`config.mk`:
```
export PLATFORM = sky130hd
export DESIGN_NAME = oad_core
export DESIGN_NICKNAME = d
export VERILOG_FILES = /design/src/rtl/oad_pkg.sv /design/src/rtl/oad_core.sv
export SDC_FILE = /design/constraint.sdc
export NUM_CORES = 1
export LEC_CHECK = 0
export ABC_AREA = 0
export BUFFER_PORTS_ARGS = -buffer_cell sky130_fd_sc_hd__buf_2
export CAP_MARGIN = 20
export CORE_MARGIN = 1.5
export CORE_UTILIZATION = 60
export CTS_CLUSTER_SIZE = 30
export DETAILED_ROUTE_END_ITERATION = 8
export HOLD_SLACK_MARGIN = 0.08
export MAX_ROUTING_LAYER = met4
export PLACE_DENSITY = 0.84
export SKIP_LAST_GASP = 1
export SLEW_MARGIN = 20
export SYNTH_ARGS = -nofsm -noshare
export SYNTH_HDL_FRONTEND = slang
export SYNTH_SLANG_ARGS = --single-unit
```
`constraint.sdc`:
```
create_clock -name clk_i -period 11.3 [get_ports clk_i]
set_input_delay 1.13 -clock clk_i [delete_from_list [all_inputs] [get_ports clk_i]]
set_output_delay 1.13 -clock clk_i [all_outputs]
set_load 0.005 [all_outputs]
```
`src/rtl/oad_pkg.sv`:
```
// Constants and types shared by the operand address decoder and its register slave
// Behaviour
// RULE_01 - Codes 00-07 select register by size
// RULE_02 - Codes 0C-0F post-increment, 4 cycles, 2 accesses
// RULE_03 - Codes 10-17 add signed disp8 to word register
// RULE_04 - Codes 18-1B add disp16 to word register
// RULE_05 - 1E is PC plus disp16, 1F direct
// RULE_06 - 1C/1D use word register 0/1 plus 7
// RULE_07 - Accumulator is 32 bits, sized lanes
// RULE_08 - Marked loads copy lower half upward first
// RULE_09 - Upper half cleared or sign filled
// RULE_10 - Byte loads clear or sign bits 15:8
// RULE_11 - Short I/O form reaches 000000-0000FF only
// RULE_12 - Cycles are base plus operand correction
// RULE_13 - Word-boundary fetch costs +2 internal, +3 external
// RULE_14 - Byte fetch on 8-bit bus costs +3
// RULE_15 - Internal odd word +2, odd long +4
// RULE_16 - 16-bit bus penalties by alignment
// RULE_17 - 8-bit bus byte +1, word +4, long +8
// RULE_18 - External accesses add ready wait cycles
// RULE_19 - Intermittent mode suspends clock per access
// RULE_20 - Intermittent cost adds accesses times wait
// RULE_21 - Software avoids RMW on split-meaning addresses
// RULE_22 - Core keeps I, S, T, N, Z, V, C flags
// RULE_23 - Extension bytes follow code, little-endian
package oad_pkg;
    // ----------------------------------------------------------------
    // Register byte offsets
    // ----------------------------------------------------------------
    localparam logic [7:0] OFS_CTRL = 8'h00;
    localparam logic [7:0] OFS_EXT = 8'h04;
    localparam logic [7:0] OFS_GPR_SEL = 8'h08;
    localparam logic [7:0] OFS_GPR_DATA = 8'h0C;
    localparam logic [7:0] OFS_PC = 8'h10;
    localparam logic [7:0] OFS_EA = 8'h14;
    localparam logic [7:0] OFS_COST = 8'h18;
    localparam logic [7:0] OFS_ACC = 8'h1C;
    localparam logic [7:0] OFS_LOAD = 8'h20;
    localparam logic [7:0] OFS_FLAGS = 8'h24;
    localparam logic [7:0] OFS_FLAG_OP = 8'h28;
    localparam logic [7:0] OFS_IO = 8'h2C;
    // ----------------------------------------------------------------
    // Field positions of the control word and the load word
    // ----------------------------------------------------------------
    localparam int CTRL_CODE_LSB = 0; // 5-bit ea code
    localparam int CTRL_SIZE_LSB = 8; // 2-bit operand size
    localparam int CTRL_REGION_LSB = 12; // 2-bit memory region
    localparam int CTRL_BASE_LSB = 16; // 8-bit base cycles
    localparam int CTRL_BASERG_LSB = 24; // 3-bit base register accesses
    localparam int CTRL_INTM_BIT = 28;
    localparam int CTRL_WSEL_LSB = 29; // 2-bit intermittent wait select
    localparam int LOAD_LH_LSB = 0; // 2-bit LH action
    localparam int LOAD_AH_LSB = 2; // 2-bit AH action
    // ----------------------------------------------------------------
    // Encodings and reset values
    // ----------------------------------------------------------------
    localparam logic [31:0] CTRL_RST = 32'h0000_0000;
    localparam logic [6:0] FLAGS_RST = 7'h00;
    localparam logic [4:0] EA_IDX_LO = 5'h1C;
    localparam logic [4:0] EA_IDX_HI = 5'h1D;
    localparam logic [4:0] EA_PCREL = 5'h1E;
    localparam logic [4:0] EA_DIRECT = 5'h1F;
    localparam logic [2:0] IDX_REG = 3'h7;
    localparam logic [7:0] FILL_ZERO = 8'h00;
    localparam logic [7:0] FILL_ONES = 8'hFF;
    localparam logic [7:0] PEN_FETCH_INT = 8'h02;
    localparam logic [7:0] PEN_FETCH_EXT = 8'h03;
    localparam logic [7:0] PEN_ADDR_4 = 8'h04;
    localparam logic [7:0] PEN_ADDR_2 = 8'h02;
    localparam logic [7:0] PEN_ADDR_1 = 8'h01;
    typedef enum logic [1:0] {SZ_BYTE = 2'b00, SZ_WORD = 2'b01, SZ_LONG = 2'b10} oad_size_t;
    typedef enum logic [1:0] {RG_REG = 2'b00, RG_INT = 2'b01, RG_EXT16 = 2'b10,
                              RG_EXT8 = 2'b11} oad_region_t;
    typedef enum logic [1:0] {AH_KEEP = 2'b00, AH_COPY = 2'b01, AH_ZERO = 2'b10,
                              AH_SIGN = 2'b11} oad_ah_t;
    typedef enum logic [1:0] {LH_KEEP = 2'b00, LH_ZERO = 2'b01, LH_SIGN = 2'b10} oad_lh_t;
endpackage

```
`src/rtl/oad_core.sv`:
```
// Operand address decode, accumulator load and cycle cost engine behind an AHB-Lite slave
//
// Added by the designer: the AHB-Lite register port and the placing of the registers.
module oad_core
#(
    parameter int WAIT_W = 8
)
(
    input wire logic clk_i,
    input wire logic rst_i,
    input wire logic hsel_i,
    input wire logic [31:0] haddr_i,
    input wire logic [1:0] htrans_i,
    input wire logic hwrite_i,
    input wire logic [2:0] hsize_i,
    input wire logic [31:0] hwdata_i,
    input wire logic hready_i,
    output logic [31:0] hrdata_o,
    output logic hreadyout_o,
    output logic hresp_o,
    input wire logic [WAIT_W-1:0] ready_waits_i,
    output logic [3:0] ext_bytes_o,
    output logic [15:0] cycles_o
);
    import oad_pkg::*;

    // ----------------------------------------------------------------
    // Bus slave: address phase capture
    // ----------------------------------------------------------------
    logic wr_pend_ff;
    logic [7:0] wr_ofs_ff;
    logic [7:0] rd_ofs_ff;
    logic rd_pend_ff;
    // Size is not decoded: every register is one whole word
    wire take_w = hsel_i & htrans_i[1] & hready_i;

    always_ff @(posedge clk_i or posedge rst_i)
    begin
        if (rst_i)
        begin
            wr_pend_ff <= 1'b0;
            rd_pend_ff <= 1'b0;
            wr_ofs_ff <= 8'h00;
            rd_ofs_ff <= 8'h00;
        end
        else
        begin
            wr_pend_ff <= take_w & hwrite_i;
            rd_pend_ff <= take_w & ~hwrite_i;
            wr_ofs_ff <= haddr_i[7:0];
            rd_ofs_ff <= haddr_i[7:0];
        end
    end

    // Zero-wait slave with fixed OKAY answer
    assign hreadyout_o = 1'b1;
    assign hresp_o = 1'b0;

    // ----------------------------------------------------------------
    // Software registers
    // ----------------------------------------------------------------
    logic [31:0] ctrl_ff;
    logic [31:0] ext_ff;
    logic [2:0] gsel_ff;
    logic [15:0] gpr_ff [0:7];
    logic [15:0] pc_ff;
    logic [31:0] acc_ff;
    logic [31:0] load_ff;
    logic [6:0] flags_ff;
    logic [23:0] ea_ff;
    logic [7:0] io_ff;

    wire wr_ctrl_w = wr_pend_ff & (wr_ofs_ff == OFS_CTRL);
    wire wr_ext_w = wr_pend_ff & (wr_ofs_ff == OFS_EXT);
    wire wr_gsel_w = wr_pend_ff & (wr_ofs_ff == OFS_GPR_SEL);
    wire wr_gdat_w = wr_pend_ff & (wr_ofs_ff == OFS_GPR_DATA);
    wire wr_pc_w = wr_pend_ff & (wr_ofs_ff == OFS_PC);
    wire wr_load_w = wr_pend_ff & (wr_ofs_ff == OFS_LOAD);
    wire wr_fop_w = wr_pend_ff & (wr_ofs_ff == OFS_FLAG_OP);
    wire wr_io_w = wr_pend_ff & (wr_ofs_ff == OFS_IO);

    // Decoded control fields
    wire [4:0] code_w = ctrl_ff[CTRL_CODE_LSB +: 5];
    wire [1:0] size_w = ctrl_ff[CTRL_SIZE_LSB +: 2];
    wire [1:0] region_w = ctrl_ff[CTRL_REGION_LSB +: 2];
    wire [7:0] base_w = ctrl_ff[CTRL_BASE_LSB +: 8];
    wire [2:0] base_rg_w = ctrl_ff[CTRL_BASERG_LSB +: 3];
    wire intm_w = ctrl_ff[CTRL_INTM_BIT];
    wire [1:0] wsel_w = ctrl_ff[CTRL_WSEL_LSB +: 2];

    // ----------------------------------------------------------------
    // Effective address decode
    // ----------------------------------------------------------------
    // Extension bytes sit low byte first right after the code byte
    wire [7:0] disp8_w = ext_ff[7:0]; // RULE_23
    wire [15:0] disp16_w = {ext_ff[15:8], ext_ff[7:0]}; // RULE_23
    wire [15:0] sx8_w = {{8{disp8_w[7]}}, disp8_w};
    wire [15:0] rw_i_w = gpr_ff[code_w[2:0]];
    wire [15:0] rw_j_w = gpr_ff[{1'b0, code_w[1:0]}];
    wire [15:0] rw_idx_w = gpr_ff[IDX_REG];
    wire is_reg_w = (code_w[4:3] == 2'b00); // RULE_01
    wire is_ind_w = (code_w[4:2] == 3'b010);
    wire is_inc_w = (code_w[4:2] == 3'b011); // RULE_02
    wire is_d8_w = (code_w[4:3] == 2'b10); // RULE_03
    wire is_d16_w = (code_w[4:2] == 3'b110); // RULE_04
    wire is_idx_w = (code_w == EA_IDX_LO) | (code_w == EA_IDX_HI); // RULE_06
    wire [15:0] idx_base_w = code_w[0] ? gpr_ff[1] : gpr_ff[0];

    logic [15:0] ea_w;
    logic [3:0] nbytes_w;
    logic [7:0] ea_cyc_w;
    logic [2:0] ea_rg_w;
    always_comb
    begin
        ea_w = 16'h0000;
        nbytes_w = 4'h0;
        ea_cyc_w = 8'h00;
        ea_rg_w = 3'd0;
        if (is_reg_w)
        begin
            // Register direct: the address names the register slot, cost lives in base
            ea_w = {13'h0000, code_w[2:0]}; // RULE_01
        end
        else if (is_ind_w)
        begin
            ea_w = rw_j_w;
            ea_cyc_w = 8'h02;
            ea_rg_w = 3'd1;
        end
        else if (is_inc_w)
        begin
            ea_w = rw_j_w; // RULE_02
            ea_cyc_w = 8'h04;
            ea_rg_w = 3'd2;
        end
        else if (is_d8_w)
        begin
            ea_w = rw_i_w + sx8_w; // RULE_03
            nbytes_w = 4'h1;
            ea_cyc_w = 8'h02;
            ea_rg_w = 3'd1;
        end
        else if (is_d16_w)
        begin
            ea_w = rw_j_w + disp16_w; // RULE_04
            nbytes_w = 4'h2;
            ea_cyc_w = 8'h02;
            ea_rg_w = 3'd1;
        end
        else if (is_idx_w)
        begin
            ea_w = idx_base_w + rw_idx_w; // RULE_06
            ea_cyc_w = 8'h04;
            ea_rg_w = 3'd2;
        end
        else if (code_w == EA_PCREL)
        begin
            ea_w = pc_ff + disp16_w; // RULE_05
            nbytes_w = 4'h2;
            ea_cyc_w = 8'h02;
        end
        else
        begin
            ea_w = disp16_w; // RULE_05
            nbytes_w = 4'h2;
            ea_cyc_w = 8'h01;
        end
    end

    // ----------------------------------------------------------------
    // Operand access correction
    // ----------------------------------------------------------------
    // Alignment is judged on the decoded address; operands in the register region never pay
    wire odd_w = ea_w[0];
    wire [7:0] szmul_w = (size_w == SZ_LONG) ? 8'h02 : 8'h01;
    logic [7:0] pen_w;
    always_comb
    begin
        pen_w = 8'h00;
        unique case (region_w)
            RG_REG: pen_w = 8'h00;
            RG_INT: pen_w = (odd_w && size_w != SZ_BYTE) ? PEN_ADDR_2 * szmul_w : 8'h00; // RULE_15
            RG_EXT16: pen_w = (size_w == SZ_BYTE) ? PEN_ADDR_1 : // RULE_16
                              (odd_w ? PEN_ADDR_4 * szmul_w : PEN_ADDR_1 * szmul_w);
            RG_EXT8: pen_w = (size_w == SZ_BYTE) ? PEN_ADDR_1 : PEN_ADDR_4 * szmul_w; // RULE_17
        endcase
    end

    // Fetch penalty, worst case: per word crossing or per byte on 8-bit bus
    wire [3:0] ibytes_w = 4'h1 + nbytes_w;
    wire [7:0] fetch_w = (region_w == RG_EXT8) ? PEN_FETCH_EXT * {4'h0, ibytes_w} : // RULE_14
                         (region_w == RG_EXT16) ? PEN_FETCH_EXT : PEN_FETCH_INT; // RULE_13
    wire ext_w = region_w[1];
    // Cast keeps the wait count at eight bits whatever WAIT_W is
    wire [7:0] waits_w = ext_w ? 8'(ready_waits_i) : 8'h00; // RULE_18
    // Intermittent suspension: 1, 2, 4 or 8 cycles per access
    wire [3:0] susp_w = 4'h1 << wsel_w; // RULE_19
    wire [3:0] acc_cnt_w = {1'b0, base_rg_w} + {1'b0, ea_rg_w};
    wire [7:0] intm_cyc_w = intm_w ? {4'h0, acc_cnt_w} * {4'h0, susp_w} : 8'h00; // RULE_20
    wire [15:0] total_w = {8'h00, base_w} + {8'h00, is_reg_w ? 8'h00 : ea_cyc_w}
                        + {8'h00, pen_w} + {8'h00, fetch_w} + {8'h00, waits_w}
                        + {8'h00, intm_cyc_w}; // RULE_12

    // ----------------------------------------------------------------
    // Accumulator load path
    // ----------------------------------------------------------------
    wire [1:0] lh_w = load_ff[LOAD_LH_LSB +: 2];
    wire [1:0] ah_w = load_ff[LOAD_AH_LSB +: 2];
    logic [15:0] new_lo_w;
    logic [15:0] new_hi_w;
    always_comb
    begin
        new_lo_w = hwdata_i[15:0]; // RULE_07
        if (size_w == SZ_BYTE && lh_w == LH_ZERO)
            new_lo_w = {FILL_ZERO, hwdata_i[7:0]}; // RULE_10
        else if (size_w == SZ_BYTE && lh_w == LH_SIGN)
            new_lo_w = {hwdata_i[7] ? FILL_ONES : FILL_ZERO, hwdata_i[7:0]}; // RULE_10
        else if (size_w == SZ_BYTE)
            new_lo_w = {acc_ff[15:8], hwdata_i[7:0]};
        new_hi_w = acc_ff[31:16];
        if (size_w == SZ_LONG)
            new_hi_w = hwdata_i[31:16]; // RULE_07
        else
        begin
            unique case (ah_w)
                AH_KEEP: new_hi_w = acc_ff[31:16];
                AH_COPY: new_hi_w = acc_ff[15:0]; // RULE_08
                AH_ZERO: new_hi_w = {FILL_ZERO, FILL_ZERO}; // RULE_09
                AH_SIGN: new_hi_w = {2{new_lo_w[15] ? FILL_ONES : FILL_ZERO}}; // RULE_09
            endcase
        end
    end
    wire [15:0] acc_lower_word = acc_ff[15:0];
    wire [15:0] acc_upper_word = acc_ff[31:16];
    wire wr_acc_w = wr_pend_ff & (wr_ofs_ff == OFS_ACC);

    // Flag update: bits set first, then cleared, then toggled by software op
    wire [6:0] fl_next_w = ((flags_ff | hwdata_i[6:0]) & ~hwdata_i[14:8]) ^ hwdata_i[22:16];

    // ----------------------------------------------------------------
    // Register state
    // ----------------------------------------------------------------
    always_ff @(posedge clk_i or posedge rst_i)
    begin
        if (rst_i)
        begin
            ctrl_ff <= CTRL_RST;
            ext_ff <= 32'h0000_0000;
            gsel_ff <= 3'd0;
            pc_ff <= 16'h0000;
            acc_ff <= 32'h0000_0000;
            load_ff <= 32'h0000_0000;
            flags_ff <= FLAGS_RST;
            ea_ff <= 24'h00_0000;
            io_ff <= 8'h00;
        end
        else
        begin
            if (wr_ctrl_w) ctrl_ff <= hwdata_i;
            if (wr_ext_w) ext_ff <= hwdata_i;
            if (wr_gsel_w) gsel_ff <= hwdata_i[2:0];
            if (wr_pc_w) pc_ff <= hwdata_i[15:0];
            if (wr_load_w) load_ff <= hwdata_i;
            if (wr_acc_w) acc_ff <= {new_hi_w, new_lo_w}; // RULE_08
            if (wr_fop_w) flags_ff <= fl_next_w; // RULE_22
            // Short I/O form: high address bytes forced to zero
            if (wr_io_w) io_ff <= hwdata_i[7:0]; // RULE_11
            ea_ff <= {8'h00, ea_w};
        end
    end

    // Word registers; post-increment happens when software commits the access
    wire commit_w = wr_pend_ff & (wr_ofs_ff == OFS_EA);
    wire [15:0] inc_w = (size_w == SZ_LONG) ? 16'h0004 : (size_w == SZ_WORD) ? 16'h0002
                      : 16'h0001;
    // Only word registers 0 to 3 can post-increment
    genvar gi;
    generate
        for (gi = 0; gi < 8; gi++)
        begin : g_gpr
            always_ff @(posedge clk_i or posedge rst_i)
            begin
                if (rst_i)
                    gpr_ff[gi] <= 16'h0000;
                else if (wr_gdat_w && gsel_ff == 3'(gi))
                    gpr_ff[gi] <= hwdata_i[15:0];
                else if (commit_w && is_inc_w && code_w[1:0] == 2'(gi) && gi < 4)
                    gpr_ff[gi] <= gpr_ff[gi] + inc_w; // RULE_02
            end
        end
    endgenerate

    // ----------------------------------------------------------------
    // Read mux and outputs
    // ----------------------------------------------------------------
    logic [31:0] rd_w;
    always_comb
    begin
        unique case (rd_ofs_ff)
            OFS_CTRL: rd_w = ctrl_ff;
            OFS_EXT: rd_w = ext_ff;
            OFS_GPR_SEL: rd_w = {29'h0, gsel_ff};
            OFS_GPR_DATA: rd_w = {16'h0000, gpr_ff[gsel_ff]};
            OFS_PC: rd_w = {16'h0000, pc_ff};
            OFS_EA: rd_w = {ea_ff[23:0], 4'h0, nbytes_w};
            OFS_COST: rd_w = {16'h0000, total_w};
            OFS_ACC: rd_w = {acc_upper_word, acc_lower_word};
            OFS_LOAD: rd_w = load_ff;
            OFS_FLAGS: rd_w = {25'h0, flags_ff};
            OFS_IO: rd_w = {24'h00_0000, io_ff};
            default: rd_w = 32'h0000_0000;
        endcase
    end
    assign hrdata_o = rd_pend_ff ? rd_w : 32'h0000_0000;
    assign ext_bytes_o = nbytes_w;
    assign cycles_o = total_w;

    // ----------------------------------------------------------------
    // Checks
    // ----------------------------------------------------------------
    inc_cost_a: assert property (@(posedge clk_i) disable iff (rst_i) // RULE_02
        is_inc_w |-> ea_cyc_w == 8'h04 && ea_rg_w == 3'd2 && nbytes_w == 4'h0)
        else $error("post-increment cost wrong");
    d8_ext_a: assert property (@(posedge clk_i) disable iff (rst_i) // RULE_03
        is_d8_w |-> nbytes_w == 4'h1 && ea_w == rw_i_w + sx8_w)
        else $error("disp8 decode wrong");
    d16_ext_a: assert property (@(posedge clk_i) disable iff (rst_i) // RULE_04
        is_d16_w |-> nbytes_w == 4'h2 && ea_rg_w == 3'd1)
        else $error("disp16 decode wrong");
    direct_ea_a: assert property (@(posedge clk_i) disable iff (rst_i) // RULE_05
        code_w == EA_DIRECT |-> ea_w == disp16_w && ea_rg_w == 3'd0)
        else $error("direct address wrong");
    reg_dir_a: assert property (@(posedge clk_i) disable iff (rst_i) // RULE_01
        is_reg_w |-> nbytes_w == 4'h0 && ea_rg_w == 3'd0)
        else $error("register direct cost wrong");
    pc_rel_a: assert property (@(posedge clk_i) disable iff (rst_i) // RULE_05
        code_w == EA_PCREL |-> ea_w == pc_ff + disp16_w && nbytes_w == 4'h2)
        else $error("pc relative address wrong");
    copy_hi_a: assert property (@(posedge clk_i) disable iff (rst_i) // RULE_08
        wr_acc_w && size_w != SZ_LONG && ah_w == AH_COPY
        |=> acc_ff[31:16] == $past(acc_ff[15:0]))
        else $error("upper half not copied");
    // Lanes are judged on the value after the load edge
    long_ld_a: assert property (@(posedge clk_i) disable iff (rst_i) // RULE_07
        wr_acc_w && size_w == SZ_LONG |=> acc_ff == $past(hwdata_i))
        else $error("long load not whole");
    sign_hi_a: assert property (@(posedge clk_i) disable iff (rst_i) // RULE_09
        wr_acc_w && size_w != SZ_LONG && ah_w == AH_SIGN
        |=> acc_ff[31:16] == {16{acc_ff[15]}})
        else $error("upper half not sign filled");
    byte_zero_a: assert property (@(posedge clk_i) disable iff (rst_i) // RULE_10
        wr_acc_w && size_w == SZ_BYTE && lh_w == LH_ZERO |=> acc_ff[15:8] == 8'h00)
        else $error("byte load not zero extended");
    int_odd_a: assert property (@(posedge clk_i) disable iff (rst_i) // RULE_15
        region_w == RG_INT && odd_w && size_w == SZ_LONG |-> pen_w == 8'h04)
        else $error("internal odd long penalty");
    e16_odd_a: assert property (@(posedge clk_i) disable iff (rst_i) // RULE_16
        region_w == RG_EXT16 && odd_w && size_w == SZ_LONG |-> pen_w == 8'h08)
        else $error("ext16 odd long penalty");
    e8_word_a: assert property (@(posedge clk_i) disable iff (rst_i) // RULE_17
        region_w == RG_EXT8 && size_w == SZ_WORD |-> pen_w == 8'h04)
        else $error("ext8 word penalty");
    intm_add_a: assert property (@(posedge clk_i) disable iff (rst_i) // RULE_20
        !intm_w |-> intm_cyc_w == 8'h00)
        else $error("suspension outside intermittent mode");
    inc_wb_a: assert property (@(posedge clk_i) disable iff (rst_i) // RULE_02
        commit_w && is_inc_w && !wr_gdat_w
        |=> gpr_ff[$past(code_w[1:0])] == $past(rw_j_w) + $past(inc_w))
        else $error("post-increment missing");
    // Main scenarios that the bench should reach
    cov_inc_c: cover property (@(posedge clk_i) commit_w && is_inc_w);
    cov_copy_c: cover property (@(posedge clk_i) wr_acc_w && ah_w == AH_COPY);
    cov_intm_c: cover property (@(posedge clk_i) intm_w && region_w == RG_EXT8);
    cov_idx_c: cover property (@(posedge clk_i) is_idx_w && rd_pend_ff);
    cov_odd_c: cover property (@(posedge clk_i) odd_w && region_w == RG_EXT16);
endmodule

```
==> results of run 1 <==
[per-stage QoR]
step / utilization (%) / cells / hold WS, ns
2_1_floorplan: - / 2170 / 0.4502
3_3_place_gp: 63.28 / 2628 / 0.4643
3_5_place_dp: 63.28 / 2628 / 0.4754
4_1_cts: 66.77 / 2693 / 0.4886
5_1_grt: 66.81 / 2697 / 0.5138
6_report: 66.81 / 2698 / 0.4945
[worst min-delay path, stage by stage (launching register included)]
cell and delay (ns):
dfrtp_1 0.34, nand2_1 0.05, o21ai_0 0.06
[worst min path at each step]
stage | endpoint | slack (ns) | cells after the start
2_1_floorplan | ctrl_ff[14]$_DFFE_PP0P_ | 0.45 | 2
3_3_place_gp | ctrl_ff[14]$_DFFE_PP0P_ | 0.46 | 2
3_5_place_dp | load_ff[14]$_DFFE_PP0P_ | 0.48 | 2
4_1_cts | load_ff[14]$_DFFE_PP0P_ | 0.49 | 2
5_1_grt | load_ff[29]$_DFFE_PP0P_ | 0.51 | 1
6_report | acc_ff[28]$_DFFE_PP0P_ | 0.49 | 2
[cell usage after synthesis (22+ instances only)]
cell type	count	area share, %
inv_1	86	1.5
a21oi_1	134	3.1
mux2i_1	22	1.0
mux4_2	51	5.3
ha_1	108	6.2
nor2_1	160	2.8
fa_1	33	3.0
mux2_2	233	12
o22ai_1	25	0.72
nor3_1	29	0.67
a21o_1	26	0.90
clkbuf_1	97	1.7
nand3_1	36	0.83
nand2_1	174	3.0
xor2_1	43	1.7
dfrtp_1	316	36
a22oi_1	71	2.5
o21ai_0	131	3.0
xnor2_1	50	2.0
o211ai_1	31	1.1
nor2b_1	38	1.1
[state kept, by name (all words and copies together), names as in the netlist]
register,flops
io_ff,8
pc_ff,16
rd_ofs_ff,8
flags_ff,7
rw_idx_w,16
rd_pend_ff,1
wr_pend_ff,1
gpr_ff,112
load_ff,32
ctrl_ff,32
gsel_ff,3
acc_ff,32
ext_ff,32
ea_ff,16
[per-layer routing]
layer,wire [um],track usage [%]
met1,27520,51.57
met2,32670,62.05
met3,7553,8.525
met4,5034,24.53
met5,0,-
[final cells by class]
class	instances	area share, %
Clock inverter	17	0.8634
Tap cell	461	2.427
Sequential cell	316	33.29
Inverter	89	1.437
Timing Repair Buffer	128	3.027
Multi-Input combinational cell	1634	54.54
Clock buffer	48	4.365
Antenna cell	5	0.05265
[cell families (layout without fill, tap and decap cells)]
group / after synthesis / count (layout) / synth area share, %
other: 2 / 14 / 0.03464
adder cells (fa/ha/maj): 141 / 141 / 9.280
flip-flops: 316 / 316 / 36.47
AO/OA/AOI/OAI: 556 / 556 / 16.61
AND/OR/NAND/NOR: 529 / 529 / 11.40
multiplexers: 306 / 306 / 18.42
buffers and inverters: 220 / 282 / 4.022
XOR/XNOR: 93 / 93 / 3.757
[power by group through the flow]
stage	Combinational, mW	Sequential (mW)	Clock (mW)
global route	0.565	1.22	1.29
CTS	0.509	1.21	1.25
detailed placement	0.505	1.24	0
global placement	0.493	1.23	0
finish	0.520	1.22	1.24
floorplan	0.348	1.21	0
==> PnR_summary.wiki, run 1 <==
{| class="wikitable"
! Metric !! Value
|-
| Kind of capture point of the worst setup path || primary output
|-
| Most frequent cells in the layout || dfrtp_1 (313), mux2_2 (233), nand2_1 (173)
|-
| Final global-route overflow total || 0
|-
| Area of the multi-input gates || 0.01296 sq mm
|-
| Number of buffers added for setup after CTS || 0
|-
| Most frequent standard cell in the layout excluding fill and tap cells || dfrtp_1
|-
| Startpoint of the worst setup timing path || ctrl_ff[3]$_DFFE_PP0P_
|-
| Die Area || 0.03728 sq mm
|-
| Outcome || finished, final reports clean
|-
| Final period demand of the worst path || 10.33 ns
|-
| Switching component of the power || 861.8 uW
|-
| Max-cap violations || 0
|-
| Wire length of the first global-routing pass || 111000 um
|-
| Die width || 193.1 um
|-
| Worst slew margin relative to its limit || 24.82%
|-
| DR pass1 iterations || 6
|-
| Post-Place Cell Area || 0.02251 sq mm
|-
| Unrepaired setup endpoints after global routing || false
|-
| Number of fill cells || 2744
|-
| Endpoints failing hold || 0
|-
| Maximum number of pins on one net before global-route repair || 89
|-
| Relative contribution of combinational cells to total power || 17.5%
|-
| Number of I/O port buffers || 98
|-
| Die Span Y || 193.1 um
|-
| Area of the core || 0.03557 sq mm
|-
| Fraction of power consumed by the clock network || 41.6%
|-
| Per-cell routed wire length || 26.98 um
|-
| Critical setup path kind || register to primary output
|-
| Max FO, Critical Path || 20
|-
| Period Utilization, post-route || 91.42%
|-
| Storage element area || 0.007911 sq mm
|-
| Worst slew pin tran || 1.124 ns
|-
| I/O Pins || 136
|-
| Source of the worst hold timing path || acc_ff[28]$_DFFE_PP0P_
|-
| DR vias/cell || 6.916
|-
| Final WL || 72790 um
|-
| TritonCTS buffer count || 37
|-
| Kind of launch point of the worst setup path || register
|-
| Power density over cell area || 125.2 mW/mm^2
|-
| YS warnings || 0
|-
| Register-to-Register Path Depth || 14
|-
| Mean Syn Cell Area || 10.02 sq um
|-
| Overall global routing resource usage || 41.26%
|-
| Total clock sinks || 316
|-
| Post-Place Setup Slack || 1.762 ns
|-
| Via count || 18660
|-
| Internal power || 2.114 mW
|-
| Slew Limit Fails || 0
|-
| Worst Setup Slack, final || 0.9698 ns
|-
| CTS root buffer || clkbuf_16
|-
| Synthesized instance count || 2163
|-
| Ys async rst share || 100.0%
|-
| Reg-to-reg critical path endpoint || ea_ff[11]$_DFF_PP0_
|-
| Top Family by Delay on Critical Path || adder cells
|-
| Unique masters post-synth || 76
|-
| Number of flops mapped to enable cells by yosys || 0
|-
| Row Count || 69
|-
| Clock transition at the registers of the reported paths || 0.06 ns
|-
| Deepest clock path buffer count || 3
|-
| Register area share after synthesis || 36.47%
|-
| Flip-flop and latch count after synthesis || 316
|-
| Classification of the worst-slack hold path || register to register
|-
| Proportion of total power due to net switching || 28.96%
|-
| Most frequent cell on the critical path || fa_1
|-
| Arrival time reported for the critical path endpoint || 9.20 ns
|-
| Max frequency || 0.09680 GHz
|-
| Layout area overhead || 9.615%
|-
| Setup Viol. Count Final || 0
|-
| First DRT Iteration DRCs || 2476
|-
| Vias in the first global route || 18560
|-
| Clk Latency, worst-skew pair || 0.56 ns
|-
| Number of instances resized during post-cts repair || 0
|-
| Post-synthesis instance area || 0.02168 sq mm
|-
| Static Leak || 10.35 nW
|-
| Destination of the critical timing path || hrdata_o[9]
|-
| Sequential share of power || 40.9%
|-
| CTS H-Tree Depth || 2
|-
| Cell area after layout || 0.02377 sq mm
|-
| Count of unresolved DRC violations after routing || 0
|-
| Most used flip-flop cell after synthesis || dfrtp_1
|-
| Final RePlAce weighted congestion || 1.041
|-
| Total stage count of the critical path || 27
|-
| Number of nets in the final layout || 2429
|-
| Share of final-layout standard cells stronger than drive strength 1 || 22.40%
|-
| Antenna violations before repair || 4
|-
| Number of buffers inserted for hold repair after clock tree synthesis || 0
|-
| Maximum single-stage delay on the critical path || 0.85 ns
|-
| Worst setup skew after layout || 0.02300 ns
|-
| Crit path buf inv count || 5
|-
| Initial cell density of the core || 60.95%
|-
| CP Data Required Time || 10.17 ns
|-
| Post-DP HPWL || 51640 um
|-
| TritonCTS clock tree || built
|-
| Crit Reg-Reg Startpoint || ctrl_ff[0]$_DFFE_PP0P_
|-
| Highest ir drop seen on vdd || 0.1372 mV
|-
| Flop-to-flop setup slack || 6.23 ns
|-
| Total chip power || 2.976 mW
|-
| Fin Setup TNS || 0 ns
|-
| Crit path max-delay cell type || dfrtp_1
|-
| Post-DRT Antenna Nets || 0
|}
Note: power is estimated with default switching activity, not from simulation.
==> run 2: changes to the inputs <==
--- a/config.mk
+++ b/config.mk
@@ -9,12 +9,12 @@
 export BUFFER_PORTS_ARGS = -buffer_cell sky130_fd_sc_hd__buf_2
 export CAP_MARGIN = 20
 export CORE_MARGIN = 1.5
-export CORE_UTILIZATION = 60
+export CORE_UTILIZATION = 41
 export CTS_CLUSTER_SIZE = 30
 export DETAILED_ROUTE_END_ITERATION = 8
 export HOLD_SLACK_MARGIN = 0.08
 export MAX_ROUTING_LAYER = met4
-export PLACE_DENSITY = 0.84
+export PLACE_DENSITY = 0.63
 export SKIP_LAST_GASP = 1
 export SLEW_MARGIN = 20
 export SYNTH_ARGS = -nofsm -noshare
==> run 2 against run 1 <==
Flip-flop and latch count is the same; combinational power about the same; cell count up 8.6%; critical path type unchanged; largest cell class unchanged.
==> PnR_summary.wiki, run 2 (synthesis results as in run 1) <==
{| class="wikitable"
! Metric !! Value
|-
| Outcome || finished, final reports clean (unchanged)
|-
| I/O Pins || 136 (unchanged)
|-
| Final WL || 73660 um (was 72790 um)
|-
| Number of fill cells || 4869 (was 2744)
|-
| Per-cell routed wire length || 25.13 um (was 26.98 um)
|-
| Post-Place Setup Slack || 2.037 ns (was 1.762 ns)
|-
| Clk Latency, worst-skew pair || 0.57 ns (was 0.56 ns)
|-
| Via count || 18050 (was 18660)
|-
| Post-layout utilization of the core || 46.04% (was 66.81%)
|-
| Worst slew margin relative to its limit || 26.45% (was 24.82%)
|-
| Deepest clock path buffer count || 3 (unchanged)
|-
| Die width || 233.0 um (was 193.1 um)
|-
| Wire length of the first global-routing pass || 110500 um (was 111000 um)
|-
| Share of final-layout standard cells stronger than drive strength 1 || 22.61% (was 22.40%)
|-
| Count of unresolved DRC violations after routing || 0 (unchanged)
|-
| Max frequency || 0.1012 GHz (was 0.09680 GHz)
|-
| Kind of launch point of the worst setup path || register (unchanged)
|-
| Number of instances resized during post-cts repair || 0 (unchanged)
|-
| Max FO, Critical Path || 20 (unchanged)
|-
| CTS root buffer || clkbuf_16 (unchanged)
|-
| Most frequent cells in the layout || dfrtp_1 (313), mux2_2 (233), nand2_1 (173) (unchanged)
|-
| Die Area || 0.05427 sq mm (was 0.03728 sq mm)
|-
| Crit path max-delay cell type || fa_1 (was dfrtp_1)
|-
| Number of flip-flops under the largest register name || 112 (unchanged)
|-
| Number of nets in the final layout || 2434 (was 2429)
|-
| Final period demand of the worst path || 9.883 ns (was 10.33 ns)
|-
| Clock transition at the registers of the reported paths || 0.06 ns (about the same)
|-
| Unrepaired setup endpoints after global routing || false (unchanged)
|-
| Die Span Y || 233.0 um (was 193.1 um)
|-
| CP Data Required Time || 10.17 ns (about the same)
|-
| Number of buffers inserted for hold repair after clock tree synthesis || 0 (unchanged)
|-
| Most frequent cell on the critical path || fa_1 (unchanged)
|-
| TritonCTS clock tree || built (unchanged)
|-
| Highest ir drop seen on vdd || 0.09075 mV (was 0.1372 mV)
|-
| Worst setup skew after layout || 0.02411 ns (was 0.02300 ns)
|-
| Maximum single-stage delay on the critical path || 0.56 ns (was 0.85 ns)
|-
| Final global-route overflow total || 0 (unchanged)
|-
| Classification of the worst-slack hold path || register to register (unchanged)
|-
| Post-DP HPWL || 53120 um (was 51640 um)
|-
| Slew Limit Fails || 0 (unchanged)
|-
| Vias in the first global route || 17660 (was 18560)
|-
| Register containing the most flip-flops in the final layout || gpr_ff (unchanged)
|-
| Number of I/O port buffers || 98 (unchanged)
|-
| Post-DRT Antenna Nets || 0 (unchanged)
|-
| Maximum number of pins on one net before global-route repair || 136 (was 89)
|-
| Fin Setup TNS || 0 ns (unchanged)
|-
| CTS H-Tree Depth || 2 (unchanged)
|-
| Period Utilization, post-route || 87.46% (was 91.42%)
|-
| Worst slew pin tran || 1.100 ns (was 1.124 ns)
|-
| Endpoints failing hold || 0 (unchanged)
|-
| Layout area overhead || 11.37% (was 9.615%)
|-
| Arrival time reported for the critical path endpoint || 8.75 ns (was 9.20 ns)
|-
| Setup Viol. Count Final || 0 (unchanged)
|-
| Row Count || 84 (was 69)
|-
| DR vias/cell || 6.159 (was 6.916)
|-
| Worst Setup Slack, final || 1.417 ns (was 0.9698 ns)
|-
| DR pass1 iterations || 8 (was 6)
|-
| Critical setup path kind || register to primary output (unchanged)
|-
| Initial cell density of the core || 41.34% (was 60.95%)
|-
| Kind of capture point of the worst setup path || primary output (unchanged)
|-
| Final RePlAce weighted congestion || 0.9274 (was 1.041)
|-
| Most frequent standard cell in the layout excluding fill and tap cells || dfrtp_1 (unchanged)
|-
| TritonCTS buffer count || 39 (was 37)
|-
| First DRT Iteration DRCs || 1941 (was 2476)
|-
| Total clock sinks || 316 (unchanged)
|-
| Number of buffers added for setup after CTS || 0 (unchanged)
|-
| Static Leak || 10.40 nW (was 10.35 nW)
|-
| Area of the core || 0.05245 sq mm (was 0.03557 sq mm)
|-
| Power density over cell area || 125.3 mW/mm^2 (was 125.2 mW/mm^2)
|-
| Overall global routing resource usage || 27.95% (was 41.26%)
|-
| Max-cap violations || 0 (unchanged)
|-
| Antenna violations before repair || 4 (unchanged)
|}
==> run 2: cell count changes in the layout (fill, tap and decap cells not counted), moves of 2 or more <==
cell / before / now
diode_2: 5 / 1
clkbuf_16: 37 / 40
buf_4: 29 / 32
clkbuf_1: 4 / 7
inv_6: 2 / 4
==> run 2: layout make-up <==
| class | count | area, sq um | area share [%] |
|---|---|---|---|
| antenna | 1 | 2.502 | 0.01036 |
| multi-input combinational | 1634 | 12960 | 53.68 |
| clock inverter | 19 | 205.2 | 0.8498 |
| tap | 688 | 860.8 | 3.565 |
| clock buffer | 53 | 1110 | 4.596 |
| timing repair buffer | 131 | 750.7 | 3.109 |
| sequential | 316 | 7914 | 32.78 |
| inverter | 89 | 341.6 | 1.415 |
==> run 2: worst max-delay path, delay by kind of cell (launching register included) <==
kind | cells | cell delay, ns
flip-flops | 1 | 0.32
buffers and inverters | 6 | 0.96
AO/OA/AOI/OAI | 7 | 1.66
adder cells (fa/ha/maj) | 9 | 3.90
XOR/XNOR | 2 | 0.36
AND/OR/NAND/NOR | 4 | 0.99
==> run 2: report_power, final <==
group          switching, mW  internal (mW)  total, mW
registers             0.0474           1.17       1.22
logic                  0.315          0.204      0.519
clock network          0.526          0.765       1.29
total                  0.888           2.14       3.03
==> run 2: path summary, 6_finish.rpt <==
kind / to / cells after the start / startpoint / slack [ns]
worst max-delay path: hrdata_o[9] / 28 / ctrl_ff[3]$_DFFE_PP0P_ / 1.42
worst min-delay path: acc_ff[29]$_DFFE_PP0P_ / 2 / acc_ff[29]$_DFFE_PP0P_ / 0.48
worst max register to register: ea_ff[11]$_DFF_PP0_ / 13 / ctrl_ff[0]$_DFFE_PP0P_ / 5.97
worst min register to register: acc_ff[29]$_DFFE_PP0P_ / 2 / acc_ff[29]$_DFFE_PP0P_ / 0.48
max in group asynchronous: gpr_ff[25]$_DFFE_PP0P_ / 4 / rst_i / 8.50
min in group asynchronous: rd_ofs_ff[1]$_DFF_PP0_ / 2 / rst_i / 0.69
==> run 2: metal layers <==
metal / vias to the layer above / GRT usage (%) / part of all wire, %
met2: 758 / 45.01 / 48
li1: 8016 / - / -
met3: 124 / 3.775 / 6.9
met4: 0 / 8.407 / 2.8
met1: 9153 / 36.62 / 43
met5: - / - / 0
==> run 2: per-stage QoR <==
| step | hold WS (ns) | total power, mW | std cells | cell area (sq um) |
|---|---|---|---|---|
| finish | 0.4791 | 3.026 | 2931 | 24150 |
| floorplan | 0.4502 | 1.559 | 2170 | 21710 |
| CTS | 0.4833 | 3.036 | 2930 | 24140 |
| global placement | 0.4629 | 1.740 | 2858 | 22830 |
| detailed placement | 0.4704 | 1.749 | 2858 | 22830 |
| global route | 0.5078 | 3.138 | 2931 | 24150 |
==> run 3: changes to the inputs <==
--- a/config.mk
+++ b/config.mk
@@ -8,13 +8,15 @@
 export ABC_AREA = 0
 export BUFFER_PORTS_ARGS = -buffer_cell sky130_fd_sc_hd__buf_2
 export CAP_MARGIN = 20
+export CELL_PAD_IN_SITES_DETAIL_PLACEMENT = 1
+export CELL_PAD_IN_SITES_GLOBAL_PLACEMENT = 2
 export CORE_MARGIN = 1.5
 export CORE_UTILIZATION = 41
 export CTS_CLUSTER_SIZE = 30
 export DETAILED_ROUTE_END_ITERATION = 8
 export HOLD_SLACK_MARGIN = 0.08
 export MAX_ROUTING_LAYER = met4
-export PLACE_DENSITY = 0.63
+export PLACE_DENSITY = 0.87
 export SKIP_LAST_GASP = 1
 export SLEW_MARGIN = 20
 export SYNTH_ARGS = -nofsm -noshare
==> run 3 against run 2 <==
Utilization fell by 0.12 points; non-clock buffer count rose by 3; via count rose by 2.5%; total power fell by 0.91%; critical endpoint is now hrdata_o[8]; largest cell class unchanged; critical path depth did not move.
==> PnR_summary.wiki, run 3 (synthesis results as in run 1) <==
{| class="wikitable"
! Metric !! Value
|-
| Worst slew pin tran || 1.181 ns (was 1.100 ns)
|-
| Flop-to-flop setup slack || 5.14 ns (was 5.97 ns)
|-
| Slew Limit Fails || 0 (unchanged)
|-
| Top Family by Delay on Critical Path || adder cells (unchanged)
|-
| Maximum single-stage delay on the critical path || 0.80 ns (was 0.56 ns)
|-
| Max frequency || 0.1063 GHz (was 0.1012 GHz)
|-
| Highest ir drop seen on vdd || 0.09274 mV (was 0.09075 mV)
|-
| First DRT Iteration DRCs || 1648 (was 1941)
|-
| Reg-to-reg critical path endpoint || ea_ff[15]$_DFF_PP0_ (was ea_ff[11]$_DFF_PP0_)
|-
| Register containing the most flip-flops in the final layout || gpr_ff (unchanged)
|-
| Crit Reg-Reg Startpoint || ctrl_ff[0]$_DFFE_PP0P_ (unchanged)
|-
| Die Span Y || 233.0 um (unchanged)
|-
| Final WL || 81470 um (was 73660 um)
|-
| Number of fill cells || 5900 (was 4869)
|-
| Startpoint of the worst setup timing path || ctrl_ff[3]$_DFFE_PP0P_ (unchanged)
|-
| Per-cell routed wire length || 27.79 um (was 25.13 um)
|-
| Count of unresolved DRC violations after routing || 0 (unchanged)
|-
| DR pass1 iterations || 5 (was 8)
|-
| Setup Viol. Count Final || 0 (unchanged)
|-
| TritonCTS clock tree || built (unchanged)
|-
| Die width || 233.0 um (unchanged)
|-
| TritonCTS buffer count || 39 (unchanged)
|-
| Tightest hold margin || 0.4853 ns (was 0.4791 ns)
|-
| Met2 GRT Util || 51.00% (was 45.01%)
|-
| Power density over cell area || 124.5 mW/mm^2 (was 125.3 mW/mm^2)
|-
| Deepest clock path buffer count || 3 (unchanged)
|-
| Total clock sinks || 316 (unchanged)
|-
| Clock transition at the registers of the reported paths || 0.06 ns (about the same)
|-
| Vias in the first global route || 19410 (was 17660)
|-
| Register-to-Register Path Depth || 14 (was 13)
|-
| I/O Pins || 136 (unchanged)
|-
| Initial cell density of the core || 41.34% (unchanged)
|-
| Outcome || finished, final reports clean (unchanged)
|-
| Static Leak || 10.37 nW (was 10.40 nW)
|-
| CTS H-Tree Depth || 2 (unchanged)
|-
| Fin Setup TNS || 0 ns (unchanged)
|-
| Most frequent standard cell in the layout excluding fill and tap cells || dfrtp_1 (unchanged)
|-
| Endpoints failing hold || 0 (unchanged)
|-
| Antenna violations before repair || 4 (unchanged)
|-
| Destination of the critical timing path || hrdata_o[8] (was hrdata_o[9])
|-
| Met3 GRT Util || 3.897% (was 3.775%)
|-
| CTS root buffer || clkbuf_16 (unchanged)
|-
| Kind of launch point of the worst setup path || register (unchanged)
|-
| Busiest layer in global routing || met2 (unchanged)
|-
| Clk Latency, worst-skew pair || 0.58 ns (was 0.57 ns)
|-
| Max-cap violations || 0 (unchanged)
|-
| Classification of the worst-slack hold path || register to register (unchanged)
|-
| Max FO, Critical Path || 20 (unchanged)
|-
| Area of the core || 0.05245 sq mm (unchanged)
|-
| Most frequent cells in the layout || dfrtp_1 (313), mux2_2 (233), nand2_1 (174) (was dfrtp_1 (313), mux2_2 (233), nand2_1 (173))
|-
| Maximum number of pins on one net before global-route repair || 135 (was 136)
|-
| Number of flip-flops under the largest register name || 112 (unchanged)
|-
| Critical setup path kind || register to primary output (unchanged)
|-
| Final RePlAce weighted congestion || 0.9510 (was 0.9274)
|-
| Crit path buf inv count || 7 (was 6)
|-
| Crit path max-delay cell type || o21ai_0 (was fa_1)
|-
| Unrepaired setup endpoints after global routing || false (unchanged)
|-
| Total stage count of the critical path || 28 (unchanged)
|-
| Via count || 18510 (was 18050)
|-
| Post-DRT Antenna Nets || 0 (unchanged)
|-
| Overall global routing resource usage || 31.21% (was 27.95%)
|-
| Number of instances resized during post-cts repair || 0 (unchanged)
|-
| Kind of capture point of the worst setup path || primary output (unchanged)
|-
| Worst slew margin relative to its limit || 20.46% (was 26.45%)
|-
| Period Utilization, post-route || 83.27% (was 87.46%)
|-
| Number of buffers inserted for hold repair after clock tree synthesis || 0 (unchanged)
|-
| Arrival time reported for the critical path endpoint || 8.28 ns (was 8.75 ns)
|-
| DR vias/cell || 6.312 (was 6.159)
|-
| Number of nets in the final layout || 2437 (was 2434)
|-
| Number of buffers added for setup after CTS || 0 (unchanged)
|-
| Wire length of the first global-routing pass || 122700 um (was 110500 um)
|-
| Number of I/O port buffers || 98 (unchanged)
|-
| Layout area overhead || 11.07% (was 11.37%)
|-
| CP Data Required Time || 10.17 ns (about the same)
|-
| Row Count || 84 (unchanged)
|-
| Met1 Usage GRT || 39.30% (was 36.62%)
|-
| Die Area || 0.05427 sq mm (unchanged)
|-
| Final period demand of the worst path || 9.410 ns (was 9.883 ns)
|-
| Share of final-layout standard cells stronger than drive strength 1 || 22.50% (was 22.61%)
|-
| Diode count || 0 (was 1)
|-
| Final global-route overflow total || 0 (unchanged)
|-
| Post-DP HPWL || 59310 um (was 53120 um)
|-
| Worst setup skew after layout || 0.02498 ns (was 0.02411 ns)
|}
## run 3: cell count changes in the layout (fill, tap and decap cells not counted), sizes merged
cell / before / now
diode: 1 / 0
clkinvlp: 2 / 3
buf: 131 / 134
inv: 90 / 88
clkbuf: 53 / 58
bufinv: 3 / 1
clkinv: 13 / 10
## run 3: layout make-up
type | instances | area [sq um] | share of cell area, %
multi-input combinational | 1634 | 12960 | 53.82
sequential | 316 | 7914 | 32.86
clock buffer | 58 | 1127 | 4.681
tap | 688 | 860.8 | 3.575
timing repair buffer | 134 | 760.7 | 3.159
inverter | 89 | 341.6 | 1.418
clock inverter | 13 | 116.4 | 0.4832
## run 3: tightest hold or removal path: stages (launching register included)
cell,delay [ns]
dfrtp_1,0.35
nand2_1,0.05
o21ai_0,0.06
## run 3: worst min-delay path by stage
stage	start	end	depth (start not counted)
after floorplan	ctrl_ff[14]$_DFFE_PP0P_	ctrl_ff[14]$_DFFE_PP0P_	2
after global placement	acc_ff[19]$_DFFE_PP0P_	acc_ff[19]$_DFFE_PP0P_	2
after detailed placement	acc_ff[22]$_DFFE_PP0P_	acc_ff[22]$_DFFE_PP0P_	2
after CTS	acc_ff[17]$_DFFE_PP0P_	acc_ff[17]$_DFFE_PP0P_	2
after global routing	ext_ff[21]$_DFFE_PP0P_	ext_ff[21]$_DFFE_PP0P_	1
final	acc_ff[29]$_DFFE_PP0P_	acc_ff[29]$_DFFE_PP0P_	2
## run 3: metal layers
metal	up-vias	part of all wire, %
met3	188	5.7
met1	9667	42
met5	-	0
li1	8013	-
met2	640	48
met4	0	4.2
## run 3: metrics by stage
step / worst slack, ns / utilization, % / cell area [sq um] / total power [mW] / cells
after global placement: 2.600 / 43.53 / 22830 / 1.746 / 2860
after CTS: 1.877 / 45.90 / 24070 / 3.003 / 2931
after detailed placement: 2.492 / 43.53 / 22830 / 1.765 / 2860
after floorplan: 1.427 / - / 21710 / 1.559 / 2170
final: 1.890 / 45.92 / 24080 / 2.999 / 2932
after global routing: 1.469 / 45.92 / 24080 / 3.098 / 2932
## run 3: power breakdown
part	internal, mW	switching, mW	total, mW
Combinational	0.205	0.332	0.537
Sequential	1.17	0.0493	1.22
Clock	0.717	0.526	1.24
Total	2.09	0.907	3.00
